### config.mk
export PLATFORM = sky130hd
export DESIGN_NAME = utx_top
export DESIGN_NICKNAME = d
export VERILOG_FILES = /design/src/verilog/utx_pkg.sv /design/src/verilog/utx_reg_if.sv /design/src/verilog/utx_sync.sv /design/src/verilog/utx_axil.sv /design/src/verilog/utx_top.sv
export VERILOG_INCLUDE_DIRS = /design/src /design/src/verilog
export SDC_FILE = /design/constraint.sdc
export NUM_CORES = 1
export LEC_CHECK = 0
export ABC_CLOCK_PERIOD_IN_PS = 4200
export BUFFER_PORTS_ARGS = -buffer_cell sky130_fd_sc_hd__buf_2
export CORE_MARGIN = 1.5
export CORE_UTILIZATION = 50
export CTS_CLUSTER_DIAMETER = 80
export DETAILED_ROUTE_END_ITERATION = 7
export PLACE_DENSITY = 0.8
export SETUP_SLACK_MARGIN = 0.15
export SLEW_MARGIN = 40
export SYNTH_ARGS = -nofsm -noshare
export SYNTH_HDL_FRONTEND = slang
export SYNTH_SLANG_ARGS = --single-unit
### constraint.sdc
create_clock -name ref_clk -period 4.2 [get_ports ref_clk]
set_clock_uncertainty 0.2 [all_clocks]
set_input_delay 0.63 -clock ref_clk [delete_from_list [all_inputs] [get_ports ref_clk]]
set_output_delay 0.63 -clock ref_clk [all_outputs]
set_load 0.005 [all_outputs]
### src/verilog/utx_regs.svh
// register offsets, field positions and timing counts for the serial transmitter
// =====================================================================
// Notes on behaviour
// - mode select low means standard mode with individual pins and strobes.
// - master clear zeroes control and holding state, sets both empty statuses high; serial output goes high.
// - after master clear drops, bit timing is the transmit clock divided by sixteen.
// - control pins are latched into the control register while the latch strobe is high.
// - five to eight data bits per character, least significant bit first.
// - optional parity bit follows the most significant data bit, odd or even.
// - one low start bit, then one, one and a half or two high stop bits.
// - every serial bit cell lasts sixteen transmit clock periods.
// - holding register starts empty, shown by holding-empty status high.
// - holding register captures the transmit bus on the rising end of that pulse.
// - loading the holding register drives holding-empty status low.
// - empty shift register loads from holding on a falling clock edge, start bit first.
// - that transfer needs at least half a clock period after the load pulse ends.
// - start bit leaves half a period after the transfer, then data, parity, stops.
// - holding-empty status returns high half a clock period after the transfer.
// - a character queued during transmission follows the last stop bit with no gap.
// - when everything is sent, holding-empty and shift-empty are both high.
// - status float input high puts the status outputs in high impedance.
`ifndef UTX_REGS_SVH
`define UTX_REGS_SVH
`define UTX_OFS_CTRL 8'h00
`define UTX_OFS_TXDATA 8'h04
`define UTX_OFS_STATUS 8'h08
`define UTX_CTRL_SEL_BIT 8
`define UTX_RESP_OKAY 2'h0
`define UTX_RESP_SLVERR 2'h2
`define UTX_PIN_INIT 19'h00800
`define UTX_MIN_LEN 4'h5
`define UTX_CELL_EDGES 9'h020
`define UTX_STOP1_EDGES 9'h020
`define UTX_STOP15_EDGES 9'h030
`define UTX_STOP2_EDGES 9'h040
`endif

### src/verilog/utx_pkg.sv
// types shared by the serial transmitter files
package utx_pkg;
  typedef enum logic [1:0] {
    UTX_IDLE = 2'b00,
    UTX_PEND = 2'b01,
    UTX_RUN = 2'b10
  } utx_shift_state_t;
  typedef logic [4:0] utx_word_t;
endpackage

### src/verilog/utx_reg_if.sv
// register-side signals between the bus slave and the transmitter core
`timescale 1ns/1ps
interface utx_reg_if;
  utx_pkg::utx_word_t sw_word;
  logic sw_sel;
  logic ctrl_wr;
  logic data_wr;
  logic [7:0] data;
  logic [31:0] status;
  modport slave (output sw_word, sw_sel, ctrl_wr, data_wr, data, input status);
  modport core (input sw_word, sw_sel, ctrl_wr, data_wr, data, output status);
endinterface

### src/verilog/utx_sync.sv
// two-stage synchroniser for pin inputs
`timescale 1ns/1ps
`include "utx_regs.svh"
module utx_sync #(
  parameter int W = 19,
  parameter logic [18:0] INIT = `UTX_PIN_INIT
) (
  input wire logic ref_clk, // system clock
  input wire logic rst, // async reset
  input wire logic [W-1:0] d, // raw pins
  output logic [W-1:0] q // synchronised pins
);
  logic [W-1:0] meta_r;

  // =====================================================================
  // first stage feeds only the second
  always_ff @(posedge ref_clk or posedge rst) begin
    if (rst) begin
      meta_r <= INIT[W-1:0];
      q <= INIT[W-1:0];
    end else begin
      meta_r <= d;
      q <= meta_r;
    end
  end
endmodule

### src/verilog/utx_axil.sv
// axi4-lite register slave for the serial transmitter
`timescale 1ns/1ps
`include "utx_regs.svh"
module utx_axil (
  input wire logic ref_clk, // system clock
  input wire logic rst, // async reset
  input wire logic [7:0] s_axi_awaddr, // write address
  input wire logic s_axi_awvalid, // write address valid
  output logic s_axi_awready, // write address ready
  input wire logic [31:0] s_axi_wdata, // write data
  input wire logic [3:0] s_axi_wstrb, // byte enables
  input wire logic s_axi_wvalid, // write data valid
  output logic s_axi_wready, // write data ready
  output logic [1:0] s_axi_bresp, // write response
  output logic s_axi_bvalid, // write response valid
  input wire logic s_axi_bready, // write response ready
  input wire logic [7:0] s_axi_araddr, // read address
  input wire logic s_axi_arvalid, // read address valid
  output logic s_axi_arready, // read address ready
  output logic [31:0] s_axi_rdata, // read data
  output logic [1:0] s_axi_rresp, // read response
  output logic s_axi_rvalid, // read data valid
  input wire logic s_axi_rready, // read data ready
  utx_reg_if.slave regs // core side
);
  logic aw_held_r;
  logic w_held_r;
  logic [7:0] aw_addr_r;
  logic [31:0] w_data_r;
  logic [3:0] w_strb_r;

  // =====================================================================
  // handshakes; address and data are held until both are in
  wire aw_take = s_axi_awvalid & s_axi_awready;
  wire w_take = s_axi_wvalid & s_axi_wready;
  wire ar_take = s_axi_arvalid & s_axi_arready;
  wire do_wr = aw_held_r & w_held_r & ~s_axi_bvalid;
  wire aw_held_nxt = (aw_held_r & ~do_wr) | aw_take;
  wire w_held_nxt = (w_held_r & ~do_wr) | w_take;
  wire bvalid_nxt = (s_axi_bvalid & ~s_axi_bready) | do_wr;
  wire rvalid_nxt = (s_axi_rvalid & ~s_axi_rready) | ar_take;

  // address decode; status is read-only, a write to it is dropped quietly
  wire wr_ctrl = aw_addr_r == `UTX_OFS_CTRL;
  wire wr_data = aw_addr_r == `UTX_OFS_TXDATA;
  wire wr_hit = wr_ctrl | wr_data | (aw_addr_r == `UTX_OFS_STATUS);
  wire rd_ctrl = s_axi_araddr == `UTX_OFS_CTRL;
  wire rd_stat = s_axi_araddr == `UTX_OFS_STATUS;
  wire rd_hit = rd_ctrl | rd_stat | (s_axi_araddr == `UTX_OFS_TXDATA);
  wire [31:0] ctrl_word = {23'h0, regs.sw_sel, 3'h0, regs.sw_word};
  wire [31:0] rd_word = rd_ctrl ? ctrl_word : (rd_stat ? regs.status : 32'h0);
  wire ctrl_hit = do_wr & wr_ctrl;
  wire data_hit = do_wr & wr_data & w_strb_r[0];

  // =====================================================================
  // channel state and register storage
  always_ff @(posedge ref_clk or posedge rst) begin
    if (rst) begin
      aw_held_r <= 1'b0;
      w_held_r <= 1'b0;
      aw_addr_r <= 8'h00;
      w_data_r <= 32'h0;
      w_strb_r <= 4'h0;
      s_axi_awready <= 1'b0;
      s_axi_wready <= 1'b0;
      s_axi_bvalid <= 1'b0;
      s_axi_bresp <= `UTX_RESP_OKAY;
      s_axi_arready <= 1'b0;
      s_axi_rvalid <= 1'b0;
      s_axi_rdata <= 32'h0;
      s_axi_rresp <= `UTX_RESP_OKAY;
      regs.ctrl_wr <= 1'b0;
      regs.data_wr <= 1'b0;
      regs.sw_word <= 5'h00;
      regs.sw_sel <= 1'b0;
      regs.data <= 8'h00;
    end else begin
      aw_held_r <= aw_held_nxt;
      w_held_r <= w_held_nxt;
      s_axi_awready <= ~aw_held_nxt & ~bvalid_nxt;
      s_axi_wready <= ~w_held_nxt & ~bvalid_nxt;
      s_axi_bvalid <= bvalid_nxt;
      s_axi_arready <= ~rvalid_nxt;
      s_axi_rvalid <= rvalid_nxt;
      if (aw_take) aw_addr_r <= s_axi_awaddr;
      if (w_take) w_data_r <= s_axi_wdata;
      if (w_take) w_strb_r <= s_axi_wstrb;
      if (do_wr) s_axi_bresp <= wr_hit ? `UTX_RESP_OKAY : `UTX_RESP_SLVERR;
      if (ar_take) s_axi_rdata <= rd_word;
      if (ar_take) s_axi_rresp <= rd_hit ? `UTX_RESP_OKAY : `UTX_RESP_SLVERR;
      regs.ctrl_wr <= ctrl_hit & w_strb_r[0];
      regs.data_wr <= data_hit;
      if (ctrl_hit & w_strb_r[0]) regs.sw_word <= w_data_r[4:0];
      if (ctrl_hit & w_strb_r[1]) regs.sw_sel <= w_data_r[`UTX_CTRL_SEL_BIT];
      if (data_hit) regs.data <= w_data_r[7:0];
    end
  end
endmodule

### src/verilog/utx_top.sv
// standard-mode character transmitter with control latch and axi4-lite access
//
// Design decisions made here: the address map and the AXI4-Lite register port.
`timescale 1ns/1ps
`include "utx_regs.svh"
module utx_top (
  input wire logic ref_clk, // system clock, 125 MHz
  input wire logic rst, // async reset, active high
  input wire logic [7:0] s_axi_awaddr, // write address
  input wire logic s_axi_awvalid, // write address valid
  output logic s_axi_awready, // write address ready
  input wire logic [31:0] s_axi_wdata, // write data
  input wire logic [3:0] s_axi_wstrb, // byte enables
  input wire logic s_axi_wvalid, // write data valid
  output logic s_axi_wready, // write data ready
  output logic [1:0] s_axi_bresp, // write response
  output logic s_axi_bvalid, // write response valid
  input wire logic s_axi_bready, // write response ready
  input wire logic [7:0] s_axi_araddr, // read address
  input wire logic s_axi_arvalid, // read address valid
  output logic s_axi_arready, // read address ready
  output logic [31:0] s_axi_rdata, // read data
  output logic [1:0] s_axi_rresp, // read response
  output logic s_axi_rvalid, // read data valid
  input wire logic s_axi_rready, // read data ready
  input wire logic mode_sel, // low selects standard mode
  input wire logic master_clear, // high clears the block
  input wire logic tx_clk, // 16x bit-rate clock pin
  input wire logic [7:0] tx_bus, // character from host
  input wire logic tx_hold_load_n, // holding load, active low
  input wire logic parity_suppress, // high drops parity
  input wire logic parity_even_select, // high even, low odd
  input wire logic stop_length_select, // longer stop
  input wire logic char_len_sel_lo, // length select low bit
  input wire logic char_len_sel_hi, // length select high bit
  input wire logic ctrl_latch_strobe, // control latch, active high
  input wire logic status_float, // high floats status pins
  output logic serial_out, // serial line
  output logic tx_hold_empty, // holding register empty
  output logic tx_hold_empty_oe, // drive enable for it
  output logic tx_shift_empty, // shift register empty
  output logic tx_shift_empty_oe // drive enable for it
);
  utx_reg_if regs ();
  logic [18:0] pin_s;
  logic tclk_d_r;
  logic load_d_r;
  utx_pkg::utx_word_t ctrl_r;
  logic [7:0] hold_r;
  logic hold_full_r;
  logic armed_r;
  logic [10:0] shreg_r;
  logic [8:0] rem_r;
  logic [3:0] phase_r;
  utx_pkg::utx_shift_state_t st_r;
  utx_pkg::utx_shift_state_t st_nxt;
  logic [10:0] frame;

  // =====================================================================
  // bus slave and pin synchronisers
  utx_axil u_axil (
    .ref_clk(ref_clk),
    .rst(rst),
    .s_axi_awaddr(s_axi_awaddr),
    .s_axi_awvalid(s_axi_awvalid),
    .s_axi_awready(s_axi_awready),
    .s_axi_wdata(s_axi_wdata),
    .s_axi_wstrb(s_axi_wstrb),
    .s_axi_wvalid(s_axi_wvalid),
    .s_axi_wready(s_axi_wready),
    .s_axi_bresp(s_axi_bresp),
    .s_axi_bvalid(s_axi_bvalid),
    .s_axi_bready(s_axi_bready),
    .s_axi_araddr(s_axi_araddr),
    .s_axi_arvalid(s_axi_arvalid),
    .s_axi_arready(s_axi_arready),
    .s_axi_rdata(s_axi_rdata),
    .s_axi_rresp(s_axi_rresp),
    .s_axi_rvalid(s_axi_rvalid),
    .s_axi_rready(s_axi_rready),
    .regs(regs.slave)
  );

  // load_n idles high, so its stages reset high to avoid a false trailing edge
  utx_sync u_sync (
    .ref_clk(ref_clk),
    .rst(rst),
    .d({status_float, ctrl_latch_strobe, char_len_sel_hi, char_len_sel_lo,
        stop_length_select, parity_even_select, parity_suppress,
        tx_hold_load_n, tx_bus, tx_clk, master_clear, mode_sel}),
    .q(pin_s)
  );

  // =====================================================================
  // pin decode and edge detection
  wire mode_s = pin_s[0];
  wire clr = pin_s[1];
  wire tclk_s = pin_s[2];
  wire [7:0] bus_s = pin_s[10:3];
  wire load_n_s = pin_s[11];
  wire [4:0] word_s = pin_s[16:12];
  wire strobe_s = pin_s[17];
  wire float_s = pin_s[18];
  wire clk_rise = tclk_s & ~tclk_d_r;
  wire clk_fall = ~tclk_s & tclk_d_r;
  wire load_trail = load_n_s & ~load_d_r;
  wire std_mode = ~mode_s;

  // software can stand in for the pins; a data write acts like a load pulse
  wire hold_load = std_mode & ~clr & (load_trail | regs.data_wr);
  wire [7:0] hold_src = regs.data_wr ? regs.data : bus_s;
  wire [4:0] word_src = regs.sw_sel ? regs.sw_word : word_s;
  wire ctrl_load = strobe_s | regs.ctrl_wr;

  // =====================================================================
  // character format from the latched control word
  // length code
  wire [3:0] len = `UTX_MIN_LEN + {2'h0, ctrl_r[4:3]};
  wire [7:0] dmask = 8'hFF >> (4'h8 - len);
  wire [7:0] dm = hold_r & dmask;
  wire par_en = ~ctrl_r[0];
  wire par_bit = par_en ? (^dm ^ ~ctrl_r[1]) : 1'b1;
  // stop length; 1.5 only with five-bit characters
  wire stop_half = ctrl_r[2] & (ctrl_r[4:3] == 2'h0);
  wire [8:0] stop_edges = stop_half ? `UTX_STOP15_EDGES :
    (ctrl_r[2] ? `UTX_STOP2_EDGES : `UTX_STOP1_EDGES);
  wire [3:0] cells = 4'h1 + len + {3'h0, par_en};
  wire [8:0] rem_load = {cells, 5'h00} + stop_edges;

  // lsb first after a low start bit; parity right after the msb
  for (genvar i = 0; i < 11; i++) begin : g_frame
    if (i == 0) begin : g_start
      assign frame[i] = 1'b0;
    end else if (i <= 8) begin : g_data
      assign frame[i] = (4'(i) <= len) ? hold_r[i-1] :
        ((4'(i) == len + 4'h1) ? par_bit : 1'b1);
    end else begin : g_tail
      assign frame[i] = (4'(i) == len + 4'h1) ? par_bit : 1'b1;
    end
  end

  // =====================================================================
  // transfer timing; rem counts both clock edges so the end lands on a fall
  wire frame_end = (st_r == utx_pkg::UTX_RUN) & clk_fall & (rem_r == 9'h001);
  wire shift_free = (st_r == utx_pkg::UTX_IDLE) | frame_end;
  // falling edge into a free shift register; armed by a later rise
  wire transfer = clk_fall & hold_full_r & armed_r & shift_free & std_mode & ~clr;
  // start bit half a period after transfer
  wire start_bit = (st_r == utx_pkg::UTX_PEND) & clk_rise;
  wire next_bit = (st_r == utx_pkg::UTX_RUN) & clk_rise & (phase_r == 4'hF);
  wire busy_edge = (st_r != utx_pkg::UTX_IDLE) & (clk_rise | clk_fall);
  wire [8:0] rem_nxt = transfer ? rem_load :
    ((busy_edge & (rem_r != 9'h000)) ? rem_r - 9'h001 : rem_r);
  // load empties nothing; start bit frees the holding register
  wire hold_full_nxt = clr ? 1'b0 : (hold_load ? 1'b1 : (start_bit ? 1'b0 : hold_full_r));

  // shift state sequencing
  always_comb begin
    st_nxt = st_r;
    unique case (st_r)
      utx_pkg::UTX_IDLE: if (transfer) st_nxt = utx_pkg::UTX_PEND;
      utx_pkg::UTX_PEND: if (clk_rise) st_nxt = utx_pkg::UTX_RUN;
      // queued character follows with no idle gap
      utx_pkg::UTX_RUN: if (frame_end) st_nxt = transfer ? utx_pkg::UTX_PEND : utx_pkg::UTX_IDLE;
      default: st_nxt = utx_pkg::UTX_IDLE;
    endcase
    if (clr) st_nxt = utx_pkg::UTX_IDLE;
  end

  assign regs.status = {19'h0, ctrl_r, 5'h00, std_mode, tx_shift_empty, tx_hold_empty};

  // =====================================================================
  // control, holding and counter registers
  always_ff @(posedge ref_clk or posedge rst) begin
    if (rst) begin
      tclk_d_r <= 1'b0;
      load_d_r <= 1'b1;
      ctrl_r <= 5'h00;
      hold_r <= 8'h00;
      hold_full_r <= 1'b0;
      armed_r <= 1'b0;
      st_r <= utx_pkg::UTX_IDLE;
      rem_r <= 9'h000;
    end else begin
      tclk_d_r <= tclk_s;
      load_d_r <= load_n_s;
      ctrl_r <= clr ? 5'h00 : (ctrl_load ? word_src : ctrl_r);
      hold_r <= clr ? 8'h00 : (hold_load ? hold_src : hold_r);
      hold_full_r <= hold_full_nxt;
      // a rise after the load lets the next fall transfer
      armed_r <= hold_load ? 1'b0 : (clk_rise ? 1'b1 : armed_r);
      st_r <= st_nxt;
      rem_r <= clr ? 9'h000 : rem_nxt;
    end
  end

  // serial shifter; idle line and cleared line are high
  always_ff @(posedge ref_clk or posedge rst) begin
    if (rst) begin
      serial_out <= 1'b1;
      shreg_r <= 11'h7FF;
      phase_r <= 4'h0;
    end else if (clr) begin
      serial_out <= 1'b1;
      shreg_r <= 11'h7FF;
      phase_r <= 4'h0;
    end else begin
      if (transfer) shreg_r <= frame;
      else if (start_bit | next_bit) shreg_r <= {1'b1, shreg_r[10:1]};
      if (start_bit | next_bit) serial_out <= shreg_r[0];
      if (start_bit) phase_r <= 4'h0;
      else if ((st_r == utx_pkg::UTX_RUN) & clk_rise) phase_r <= phase_r + 4'h1;
    end
  end

  // status pins; holding empty high from reset
  always_ff @(posedge ref_clk or posedge rst) begin
    if (rst) begin
      tx_hold_empty <= 1'b1;
      tx_shift_empty <= 1'b1;
      tx_hold_empty_oe <= 1'b0;
      tx_shift_empty_oe <= 1'b0;
    end else begin
      tx_hold_empty <= ~hold_full_nxt;
      tx_shift_empty <= (st_nxt == utx_pkg::UTX_IDLE);
      tx_hold_empty_oe <= ~float_s;
      tx_shift_empty_oe <= ~float_s;
    end
  end
endmodule

After elaboration in Yosys (flattened, before gate mapping)
Index checks and enable logic that the tools add are counted.

cells by class
  add/subtract/negate cells = 7
  order comparisons = 8
  equal/unequal tests = 18
  shifts and indexed selects = 1
  muxes and demuxes = 53
  bitwise logic cells = 66
  reductions and logical operators = 15

operators by type and width
  kind                                                                   number
  1-bit AND                                                              34
  11-bit 2-to-1 mux                                                      3
  32-bit 2-to-1 mux                                                      1
  1-bit 2-to-1 mux                                                       27
  9-bit 2-to-1 mux                                                       3
  8-bit 2-to-1 mux                                                       3
  1-bit inverter                                                         17
  3-bit by 4-bit == test with 1-bit output (first input constant)        4
  8-bit by 3-bit == test with 1-bit output (second input constant)       2
  8-bit by 4-bit == test with 1-bit output (second input constant)       2
  3-bit by 4-bit <= comparator with 1-bit output (first input constant)  4
  8-bit logical NOT                                                      2
  5-bit 2-to-1 mux                                                       3
  7-bit 2-to-1 mux                                                       2
  13-bit 2-to-1 mux                                                      1
  1-bit bitwise OR                                                       13
  4-bit == test (first input constant)                                   3
  2-bit 2-to-1 mux                                                       6
  4-bit 2-to-1 mux                                                       3
  2-bit nonzero test                                                     5
  9-bit by 7-bit adder with 9-bit output                                 1
  9-bit by 1-bit == test with 1-bit output (second input constant)       1
  3-bit nonzero test                                                     3
  9-bit nonzero test                                                     1
  19 further kinds                                                       24

storage, ports and cells
  register bits = 163
  input port bits = 78
  output and inout port bits = 46
  logic and storage cells = 202

Longest topological paths before layout
Gate-level depths: netlist of run 1.

  depth after elaboration = 13
  depth in mapped cells = 10
  depth with buffers taken out = 10

Hierarchy
A second synthesis of run 1 with hierarchy kept.

second synthesis, totals
  cells, all modules = 605
  area, all modules = 7079.3 µm²

by module, submodules not included
  module    instances  cells an instance  area each (µm²)  sequential area each (µm²)
  utx_axil  1          262                3155.5           1901.8
  utx_top   1          304                2966.6           1194.9
  utx_sync  1          39                 957.2            953.4

Worst setup path after synthesis of run 1
No wires, ideal clock.

  path kind = register -> register
  start point = register ctrl_r[3]
  end point = register rem_r[8]
  setup time = 0.123 ns
  arrival time = 2.507 ns
  required time = 3.877 ns
  slack = 1.370 ns
  cell stages (with the launch flop) = 11
  path buffers = 0
  period minus slack after synthesis = 2.830 ns
  cells stage by stage = dfrtp_1 > inv_1 > ha_1 > xnor2_2 > ha_1 > ha_1 > a21oi_1 > a2111o_1 > o211ai_1 > xor2_1 > a21oi_1

on the way
  cells in the longest elaborated chain, start to end = 6
  elaborated cells on any way between the ends = 9
  those cells by class = add/sub (4); mux (3); bitwise (1); reduce/logical (1)

ends and longest elaborated chain
  item                                                                                          line                            RTL
  start, declared                                                                               utx_top.sv:48                   utx_pkg::utx_word_t ctrl_r;
  start signal, assigned                                                                        utx_top.sv:187                  ctrl_r <= clr ? 5'h00 : (ctrl_load ? word_src : ctrl_r);
  3-bit by 2-bit adder with 4-bit output (no line) / 2-bit logical NOT (equally long branches)  n/a
  4-bit by 1-bit adder with 4-bit output / 1-bit AND (equally long branches)                    utx_top.sv:127, utx_top.sv:124
  4-bit by 1-bit adder with 4-bit output / 7-bit 2-to-1 mux (equally long branches)             utx_top.sv:127, utx_top.sv:125
  9-bit by 7-bit adder with 9-bit output *                                                      utx_top.sv:128                  wire [8:0] rem_load = {cells, 5'h00} + stop_edges;
  9-bit 2-to-1 mux *                                                                            utx_top.sv:152                  wire [8:0] rem_nxt = transfer ? rem_load :
  9-bit 2-to-1 mux *                                                                            utx_top.sv:193                  rem_r <= clr ? 9'h000 : rem_nxt;
  end signal, assigned                                                                          utx_top.sv:193
  end, declared                                                                                 utx_top.sv:53                   logic [8:0] rem_r;

Mark *: on every way between the ends. The rest lies on a longest branch, timed or not.
A chain may end at the register's enable or synchronous reset.

Final worst setup path of run 1
Same ends and word-level chain as after synthesis.

==> results of run 1 <==
## per-layer routing
metal,share of wire,vias up
met5,0,-
met4,0.031,0
met3,0.042,26
met2,0.51,117
met1,0.42,2022
li1,-,1878
## sequential cells by signal, indices dropped and copies added, names as in the netlist, 8 cells and up
| register | cells |
|---|---|
| u_axil.aw_addr_r | 8 |
| u_sync.q | 19 |
| u_sync.meta_r | 19 |
| u_axil.s_axi_rdata | 10 |
| shreg_r | 11 |
| u_axil.w_data_r | 9 |
| rem_r | 9 |
| u_axil.regs.data | 8 |
| hold_r | 8 |
## cells in the final DEF (no fill, tap or decap), types with 5 or more instances in the layout
master,count
xnor2_1,12
conb_1,24
clkbuf_16,17
dfrtp_1,122
ha_1,18
nor2_1,25
o21ai_0,24
nand2_1,33
a32o_1,5
a211oi_1,5
a21oi_1,9
xor2_1,5
dfstp_2,17
nor2b_1,7
nand3b_1,13
buf_2,74
inv_1,22
mux2i_1,18
mux2_2,35
nor3_1,9
o31ai_1,5
## power by group through the flow
stage	combinational (W)	sequential, W	clock [W]
finish	0.000459	0.00166	0.00145
floorplan	0.000354	0.00163	0
detailed placement	0.000453	0.00167	0
global route	0.000511	0.00167	0.00153
global placement	0.000424	0.00166	0
CTS	0.000463	0.00166	0.00147
## layout make-up
type                       instances  area share
inverter                          23      0.0126
tap                              147      0.0258
sequential                       139       0.491
clock buffer                      19      0.0636
clock inverter                    13      0.0186
multi-input combinational        319       0.331
timing repair buffer              77      0.0569
## cells by family after synthesis
family / Yosys count / share of synthesized area
AO/OA/AOI/OAI: 81 / 0.0950
AND/OR/NAND/NOR: 122 / 0.106
other: 1 / 0.000612
adder cells (fa/ha/maj): 19 / 0.0400
flip-flops: 139 / 0.571
multiplexers: 53 / 0.0937
XOR/XNOR: 20 / 0.0343
buffers and inverters: 67 / 0.0586
## through the flow
step	cell area (um2)	hold WS [ps]
6_report	7130	109
5_1_grt	7130	98.3
4_1_cts	7120	94.6
3_5_place_dp	6540	136
3_3_place_gp	6530	132
2_1_floorplan	6220	131
## worst paths after layout
kind / slack (ps) / startpoint / endpoint / cells past startpoint
worst max-delay path: 930 / ctrl_r[3] / rem_r[8] / 10
worst min-delay path: 110 / tx_hold_load_n / u_sync.meta_r[11] / 1
worst max register to register: 930 / ctrl_r[3] / rem_r[8] / 10
worst min register to register: 150 / u_sync.meta_r[2] / u_sync.q[2] / 0
max in group asynchronous: 3200 / rst / tx_shift_empty / 3
min in group asynchronous: 170 / rst / u_axil.regs.sw_sel / 3
==> flow_summary.yaml, run 1 <==
synthesis:
  synth.cell_area_mm2: 0.00613
  syn_avg_cell_area_um2: 12.2
  ys_warn_count: 0
  netlist_instances: 502
  synth_edf_count: 0
  yosysMostFrequentCell: "dfrtp_1"
  synthTopCellsByCount: "dfrtp_1 (122), mux2_2 (35), nand2_1 (33)"
  ys_seq_elements: 139
  dominantRegCellSynth: "dfrtp_1"
  synth_cell_types: 64
  ys_top_cells_by_area: "dfrtp_1 (50%), dfstp_2 (7.3%), mux2_2 (6.4%)"
  synth_top_area_cell: "dfrtp_1"
  synth_top_cell_area_share: 0.498
  synthArstFlopShare: 1.00
  ys_seq_area_frac: 0.571
floorplanning:
  fp.coreArea_mm2: 0.0120
  initial_core_util: 0.512
  io_pins: 124
  die_w_um: 114
  dieArea_mm2: 0.0129
  die_y_um: 114
  rows: 40
routing:
  drc: 0
  dr_total_vias: 4043
  wl_mm: 11.9
  wl_per_cell_um: 16.2
  ant_nets: 0
  firstDrtPassIters: 4
  vias_per_cell: 5.49
  first_iter_violations: 240
layout:
  final_util: 0.596
  nets: 674
  fillCellCount: 928
  regArea_mm2: 0.00350
  syn2layout_area_growth_pct: 16.3
  antenna_cells_inserted: 0
  drive_above_1_share: 0.295
  multi_input_area_mm2: 0.00236
  final_cells: 737
sta:
  final_max_slew_viol_count: 0
  period_needed_ps: 3270
  setup_viol_count_final: 0
  maxSlewHeadroom: 0.496
  tightest_slew_ps: 756
  rsz0062_at_grt: "no"
  tns_ps: 0
  finalHoldViolations: 0
  finalCritPeriodShare: 0.779
  setup_slack_ps: 929
  clock.fmax_mhz: 306
cts:
  cts_inserted_buffers: 17
  clk_latency_ps: 420
  post_cts_resize_count: 0
  cts_tree: "yes"
  htreeDepth: 4
  cts.sinks: 139
  cts-root-buf: "clkbuf_16"
  cts_hold_buf: 0
  clkTransAtPathRegs_ps: 60
  cts_setup_buffers: 0
  clk_path_buf_depth: 2
critical_path:
  critPathRequiredTime_ps: 4280
  crit_type: "reg2reg"
  crit_fanout: 8
  path_cells: "inv_1 > ha_1 > xnor2_2 > ha_1 > ha_1 > a21oi_1 > a2111o_1 > o211ai_1 > xor2_1 > a21oi_1"
  cp_slowest_cell: "dfrtp_1"
  cpMostUsedCell: "ha_1"
  path_delay_family: "adder cells"
  arrival_ps: 3360
  critPathLaunchType: "flip-flop"
  slowest_delay_ps: 540
  worstSetupEndpointType: "flip-flop"
  path_buf_inv: 1
power_and_ir_drop:
  pwr-share-comb: 0.129
  p_clk_frac: 0.406
  pwr_density_cell_mw_per_mm2: 500
  seqPwrFrac: 0.465
  leakage_nw: 3.27
  switching_power_w: 0.000949
  peakVddDrop_uv: 467
  p_sw_frac: 0.266
  total_power_w: 0.00356
  p_int_w: 0.00261
grt:
  grt_max_degree: 95
  grt_overflow: 0
  grt.busiest_layer: "met2"
  antenna_found_initial: 0
  met2_usage: 0.340
  use_met1: 0.234
  met3_usage: 0.0499
  grt.total_usage: 0.199
  grt_pass1_wl_mm: 19.8
  grt_pass1_vias: 4192
placement:
  gp_congestion: 0.847
  dp_hpwl_mm: 8.15
  port_buffers: 74
  dpl.cell_count: 705
  dp_slack_ps: 1030
status:
  status: "complete, no violations"
run:
  max_cap_viol_count: 0
hold_path:
  hold_class: "in2reg"
Power figures use the tool's default switching activity.
==> inputs of run 2 (changes only) <==
--- a/config.mk
+++ b/config.mk
@@ -6,7 +6,7 @@
 export SDC_FILE = /design/constraint.sdc
 export NUM_CORES = 1
 export LEC_CHECK = 0
-export ABC_CLOCK_PERIOD_IN_PS = 4200
+export ABC_CLOCK_PERIOD_IN_PS = 2700
 export BUFFER_PORTS_ARGS = -buffer_cell sky130_fd_sc_hd__buf_2
 export CORE_MARGIN = 1.5
 export CORE_UTILIZATION = 50
==> constraint.sdc (replaced) <==
create_clock -name ref_clk -period 2.7 [get_ports ref_clk]
set_clock_uncertainty 0.2 [all_clocks]
set_input_delay 0.405 -clock ref_clk [delete_from_list [all_inputs] [get_ports ref_clk]]
set_output_delay 0.405 -clock ref_clk [all_outputs]
set_load 0.005 [all_outputs]
==> run 2 against run 1 <==
Against the previous run:
- the run now ends with negative hold slack left
- cell area increased by 5.1%
- maximum frequency grew 31%
- first-iteration DRC count grew 25%
- global-route usage up 0.94 points
- via count is 3.2% higher
- largest cell class unchanged
- largest power group unchanged
- highest routed layer unchanged
==> flow_summary.yaml, run 2 (synthesis results as in run 1) <==
status:
  violations: "negative hold slack"
  status: "complete, but fails checks"
layout:
  fillCellCount: 922
  drive_above_1_share: 0.305
  syn2layout_area_growth_pct: 22.2
  final_cell_mix: "dfrtp_1 (121), buf_2 (74), mux2_2 (35), nand2_1 (33), nor2_1 (25)"
  final_cells: 766
  reg_top3: "u_sync.meta_r x19, u_sync.q x19, shreg_r x11"
  regArea_mm2: 0.00350
  nets: 703
  final_common_cell: "dfrtp_1"
  multi_input_area_mm2: 0.00241
  antenna_cells_inserted: 0
sta:
  tns_ps: 0
  finalCritPeriodShare: 0.925
  finalHoldViolations: 18
  final_max_slew_viol_count: 0
  tightest_slew_ps: 723
  maxSlewHeadroom: 0.518
  setup_slack_ps: 202
  setup_viol_count_final: 0
  period_needed_ps: 2500
  holdWs_ps: -2.59
  clock.fmax_mhz: 400
  rsz0062_at_grt: "yes"
floorplanning:
  initial_core_util: 0.512
  rows: 40
  die_y_um: 114
  io_pins: 124
  die_w_um: 114
  fp.coreArea_mm2: 0.0120
  dieArea_mm2: 0.0129
hold_path:
  hold_class: "in2async"
power_and_ir_drop:
  peakVddDrop_uv: 625
  leakage_nw: 3.41
  pwr_density_cell_mw_per_mm2: 773
critical_path:
  crit_fanout: 4
  ff2ff_setup_slack_ps: 200
  critPathRequiredTime_ps: 2830
  worstSetupEndpointType: "flip-flop"
  rr_worst_depth: 9
  worstReg2RegEnd: "shreg_r[5]"
  critPathLaunchType: "flip-flop"
  crit_type: "reg2reg"
  r2r-start: "ctrl_r[3]"
  arrival_ps: 2630
cts:
  clk_latency_ps: 420
  clkTransAtPathRegs_ps: 60
  clk_path_buf_depth: 2
  cts.sinks: 139
  cts_inserted_buffers: 17
  cts-root-buf: "clkbuf_16"
  cts_tree: "yes"
  htreeDepth: 4
grt:
  grt.total_usage: 0.208
  grt_overflow: 0
  antenna_found_initial: 0
  grt_pass1_vias: 4240
  grt_max_degree: 140
  grt_pass1_wl_mm: 20.6
placement:
  dp_hpwl_mm: 8.09
  port_buffers: 74
  gp_congestion: 0.831
  dpl.cell_count: 712
  dp_slack_ps: 3.32
routing:
  wl_per_cell_um: 16.3
  dr_total_vias: 4173
  ant_nets: 0
  wl_mm: 12.5
  drc: 0
  first_iter_violations: 300
  firstDrtPassIters: 6
  vias_per_cell: 5.45
run:
  max_cap_viol_count: 0
==> run 2: how the worst max path moves through the flow <==
stage / endpoint / slack (ps) / start / cells past startpoint
after floorplan: rem_r[8] / 130 / ctrl_r[3] / 10
after global placement: rem_r[8] / 140 / ctrl_r[4] / 10
after detailed placement: rem_r[8] / 3 / ctrl_r[4] / 10
after CTS: rem_r[8] / 120 / ctrl_r[3] / 10
after global routing: rem_r[8] / 100 / ctrl_r[3] / 10
final: shreg_r[5] / 200 / ctrl_r[3] / 9
==> run 2: critical path: stages (launching register included) <==
cell and delay [ps]:
dfrtp_2 430, inv_4 90, ha_4 210, xnor2_4 140
buf_4 140, buf_4 140, nor2b_2 120, xnor3_2 380
o221a_1 240, or3_1 320
==> run 2: layout make-up <==
type / count / area share
flip-flops and latches: 139 / 0.468
multi-input cells: 319 / 0.322
repair buffers: 106 / 0.0899
clock buffers: 18 / 0.0573
clock inverters: 14 / 0.0261
well taps: 147 / 0.0246
inverters: 23 / 0.0124
==> run 2: stage by stage <==
stage | area (um2) | power, W | utilization
finish | 7490 | 0.00579 | 0.626
detailed placement | 6610 | 0.00333 | 0.553
global placement | 6610 | 0.00327 | 0.553
CTS | 7460 | 0.00581 | 0.624
global route | 7490 | 0.00604 | 0.626
floorplan | 6240 | 0.00310 | -
==> run 2: power breakdown <==
| group | leakage, nW | internal, W | switching (W) |
|---|---|---|---|
| logic | 1.39 | 0.000419 | 0.000381 |
| registers | 1.72 | 0.00237 | 0.000186 |
| clock network | 0.293 | 0.00155 | 0.000882 |
==> run 2: layer usage <==
metal / wire length [um] / GRT usage / vias to the layer above
li1: - / - / 1932
met1: 5070 / 0.247 / 2061
met2: 6450 / 0.358 / 150
met3: 648 / 0.0531 / 30
met4: 352 / 0.0958 / 0
met5: 0 / 0 / -
==> run 2: what timing repair did <==
action / CTS / global route
endpoints found under the setup margin: 2 / 3
hold buffers: 20 / 0
setup buffers: 1 / 1
endpoints found under the hold margin: 20 / 0
pin swaps: 2 / 1
resized for setup: 4 / 2
==> inputs of run 3 (changes only) <==
--- a/config.mk
+++ b/config.mk
@@ -13,7 +13,8 @@
 export CTS_CLUSTER_DIAMETER = 80
 export DETAILED_ROUTE_END_ITERATION = 7
 export PLACE_DENSITY = 0.8
-export SETUP_SLACK_MARGIN = 0.15
+export RECOVER_POWER = 100
+export SETUP_SLACK_MARGIN = 0.2
 export SLEW_MARGIN = 40
 export SYNTH_ARGS = -nofsm -noshare
 export SYNTH_HDL_FRONTEND = slang
==> run 3 against run 2 <==
Against the previous run:
- the run ends with max-capacitance violations, max-slew violations left
- power down 0.26%
- combinational power is 2% lower
- critical path depth is 1 higher
- register-to-register slack barely moved
- wire length is essentially flat
- final cell count up 0.13%
- sequential power is essentially flat
- die area unchanged
- critical path type unchanged
- largest power group unchanged
- highest routed layer unchanged
==> flow_summary.yaml, run 3 (synthesis results as in run 1) <==
cts:
  clkTransAtPathRegs_ps: 60
  htreeDepth: 4
  clk_latency_ps: 420
  cts-root-buf: "clkbuf_16"
  cts.sinks: 139
  clk_path_buf_depth: 2
  cts_tree: "yes"
  cts_inserted_buffers: 17
routing:
  wl_mm: 12.5
  ant_nets: 0
  drc: 0
  dr_total_vias: 4140
  wl_per_cell_um: 16.3
  first_iter_violations: 253
  vias_per_cell: 5.40
  firstDrtPassIters: 6
critical_path:
  cpMostUsedCell: "ha_4"
  arrival_ps: 2590
  crit_type: "reg2reg"
  worstSetupEndpointType: "flip-flop"
  critPathRequiredTime_ps: 2790
  path_cells: "inv_4 > ha_4 > xnor2_2 > ha_4 > ha_4 > a21oi_2 > a2111o_1 > o211ai_1 > xor2_1 > a21oi_1"
  slowest_delay_ps: 430
  r2r-start: "ctrl_r[3]"
  path_buf_inv: 1
  path_delay_family: "adder cells"
  crit_start: "ctrl_r[3]"
  crit_fanout: 4
  critPathLaunchType: "flip-flop"
  cp_slowest_cell: "dfrtp_2"
  ff2ff_setup_slack_ps: 190
floorplanning:
  die_y_um: 114
  initial_core_util: 0.512
  rows: 40
  dieArea_mm2: 0.0129
  die_w_um: 114
  io_pins: 124
  fp.coreArea_mm2: 0.0120
sta:
  clock.fmax_mhz: 399
  setup_viol_count_final: 0
  tightest_slew_ps: 1820
  rsz0062_at_grt: "yes"
  finalHoldViolations: 0
  period_needed_ps: 2510
  finalCritPeriodShare: 0.928
  tns_ps: 0
  holdWs_ps: 18.3
  final_max_slew_viol_count: 140
  maxSlewHeadroom: -0.215
hold_path:
  hold_class: "in2reg"
  min_from: "s_axi_awaddr[6]"
layout:
  nets: 704
  reg_top3: "u_sync.meta_r x19, u_sync.q x19, shreg_r x11"
  drive_above_1_share: 0.281
  final_cell_mix: "dfrtp_1 (121), buf_2 (65), mux2_2 (34), nand2_1 (33)"
  design_area_mm2: 0.00744
  syn2layout_area_growth_pct: 21.4
  final_common_cell: "dfrtp_1"
  antenna_cells_inserted: 0
  fillCellCount: 932
placement:
  dp_hpwl_mm: 8.09
  port_buffers: 74
  gp_congestion: 0.831
  place_area_mm2: 0.00661
grt:
  grt_max_degree: 140
  grt_pass1_wl_mm: 20.6
  met3_usage: 0.0531
  grt.total_usage: 0.208
  met2_usage: 0.358
  grt.busiest_layer: "met2"
  grt_pass1_vias: 4240
  use_met1: 0.247
  grt_overflow: 0
  antenna_found_initial: 0
power_and_ir_drop:
  leakage_nw: 3.35
  total_power_w: 0.00577
  pwr_density_cell_mw_per_mm2: 776
  peakVddDrop_uv: 622
status:
  status: "complete, but fails checks"
  violations: "max-capacitance violations, max-slew violations"
run:
  max_cap_viol_count: 1
run 3: layer usage:
metal,share of wire,up-vias
met1,0.41,2031
met2,0.52,146
met3,0.048,26
met4,0.027,0
li1,-,1937
met5,0,-
run 3: repair_timing:
item,in CTS,in global routing
setup endpoints to repair,3,8
cloned,0,0
buffers inserted,1,2
resized for setup,4,5
hold buffers,20,0
pin swaps,2,2
endpoints found under the hold margin,20,0
run 3: layout make-up:
| class | count | area [um2] | share of cell area |
|---|---|---|---|
| Timing Repair Buffer | 107 | 641 | 0.0862 |
| Inverter | 23 | 92.6 | 0.0125 |
| Multi-Input combinational cell | 319 | 2390 | 0.322 |
| Sequential cell | 139 | 3500 | 0.471 |
| Tap cell | 147 | 184 | 0.0247 |
| Clock inverter | 14 | 195 | 0.0262 |
| Clock buffer | 18 | 429 | 0.0577 |
run 3: metrics by stage:
| stage | utilization | instances | worst slack [ps] |
|---|---|---|---|
| 4_1_cts | 0.624 | 765 | 122 |
| 3_3_place_gp | 0.553 | 712 | 138 |
| 5_1_grt | 0.622 | 767 | 72.3 |
| 6_report | 0.622 | 767 | 194 |
| 2_1_floorplan | - | 525 | 126 |
| 3_5_place_dp | 0.553 | 712 | 3.32 |
run 3: final timing paths:
path / end / depth (start not counted)
worst min register to register: u_sync.q[9] / 0
max in group asynchronous: ctrl_r[3] / 3
worst min-delay path: u_axil.aw_addr_r[6] / 2
worst max register to register: rem_r[8] / 10
worst max-delay path: rem_r[8] / 10
min in group asynchronous: u_axil.aw_addr_r[1] / 3
run 3: worst reg2reg max path: cells and delay by family, from the launching register on:
family / cells / cell delay, ps
adders and majority gates: 3 / 710
AOI/OAI and AO/OA: 4 / 570
DFF: 1 / 430
xor gates and xnor gates: 2 / 380
buffers and inverters: 1 / 80
run 3: power breakdown:
group          switching [W]  internal, W
Combinational       0.000376     0.000406
Sequential          0.000187      0.00237
Clock               0.000884      0.00155
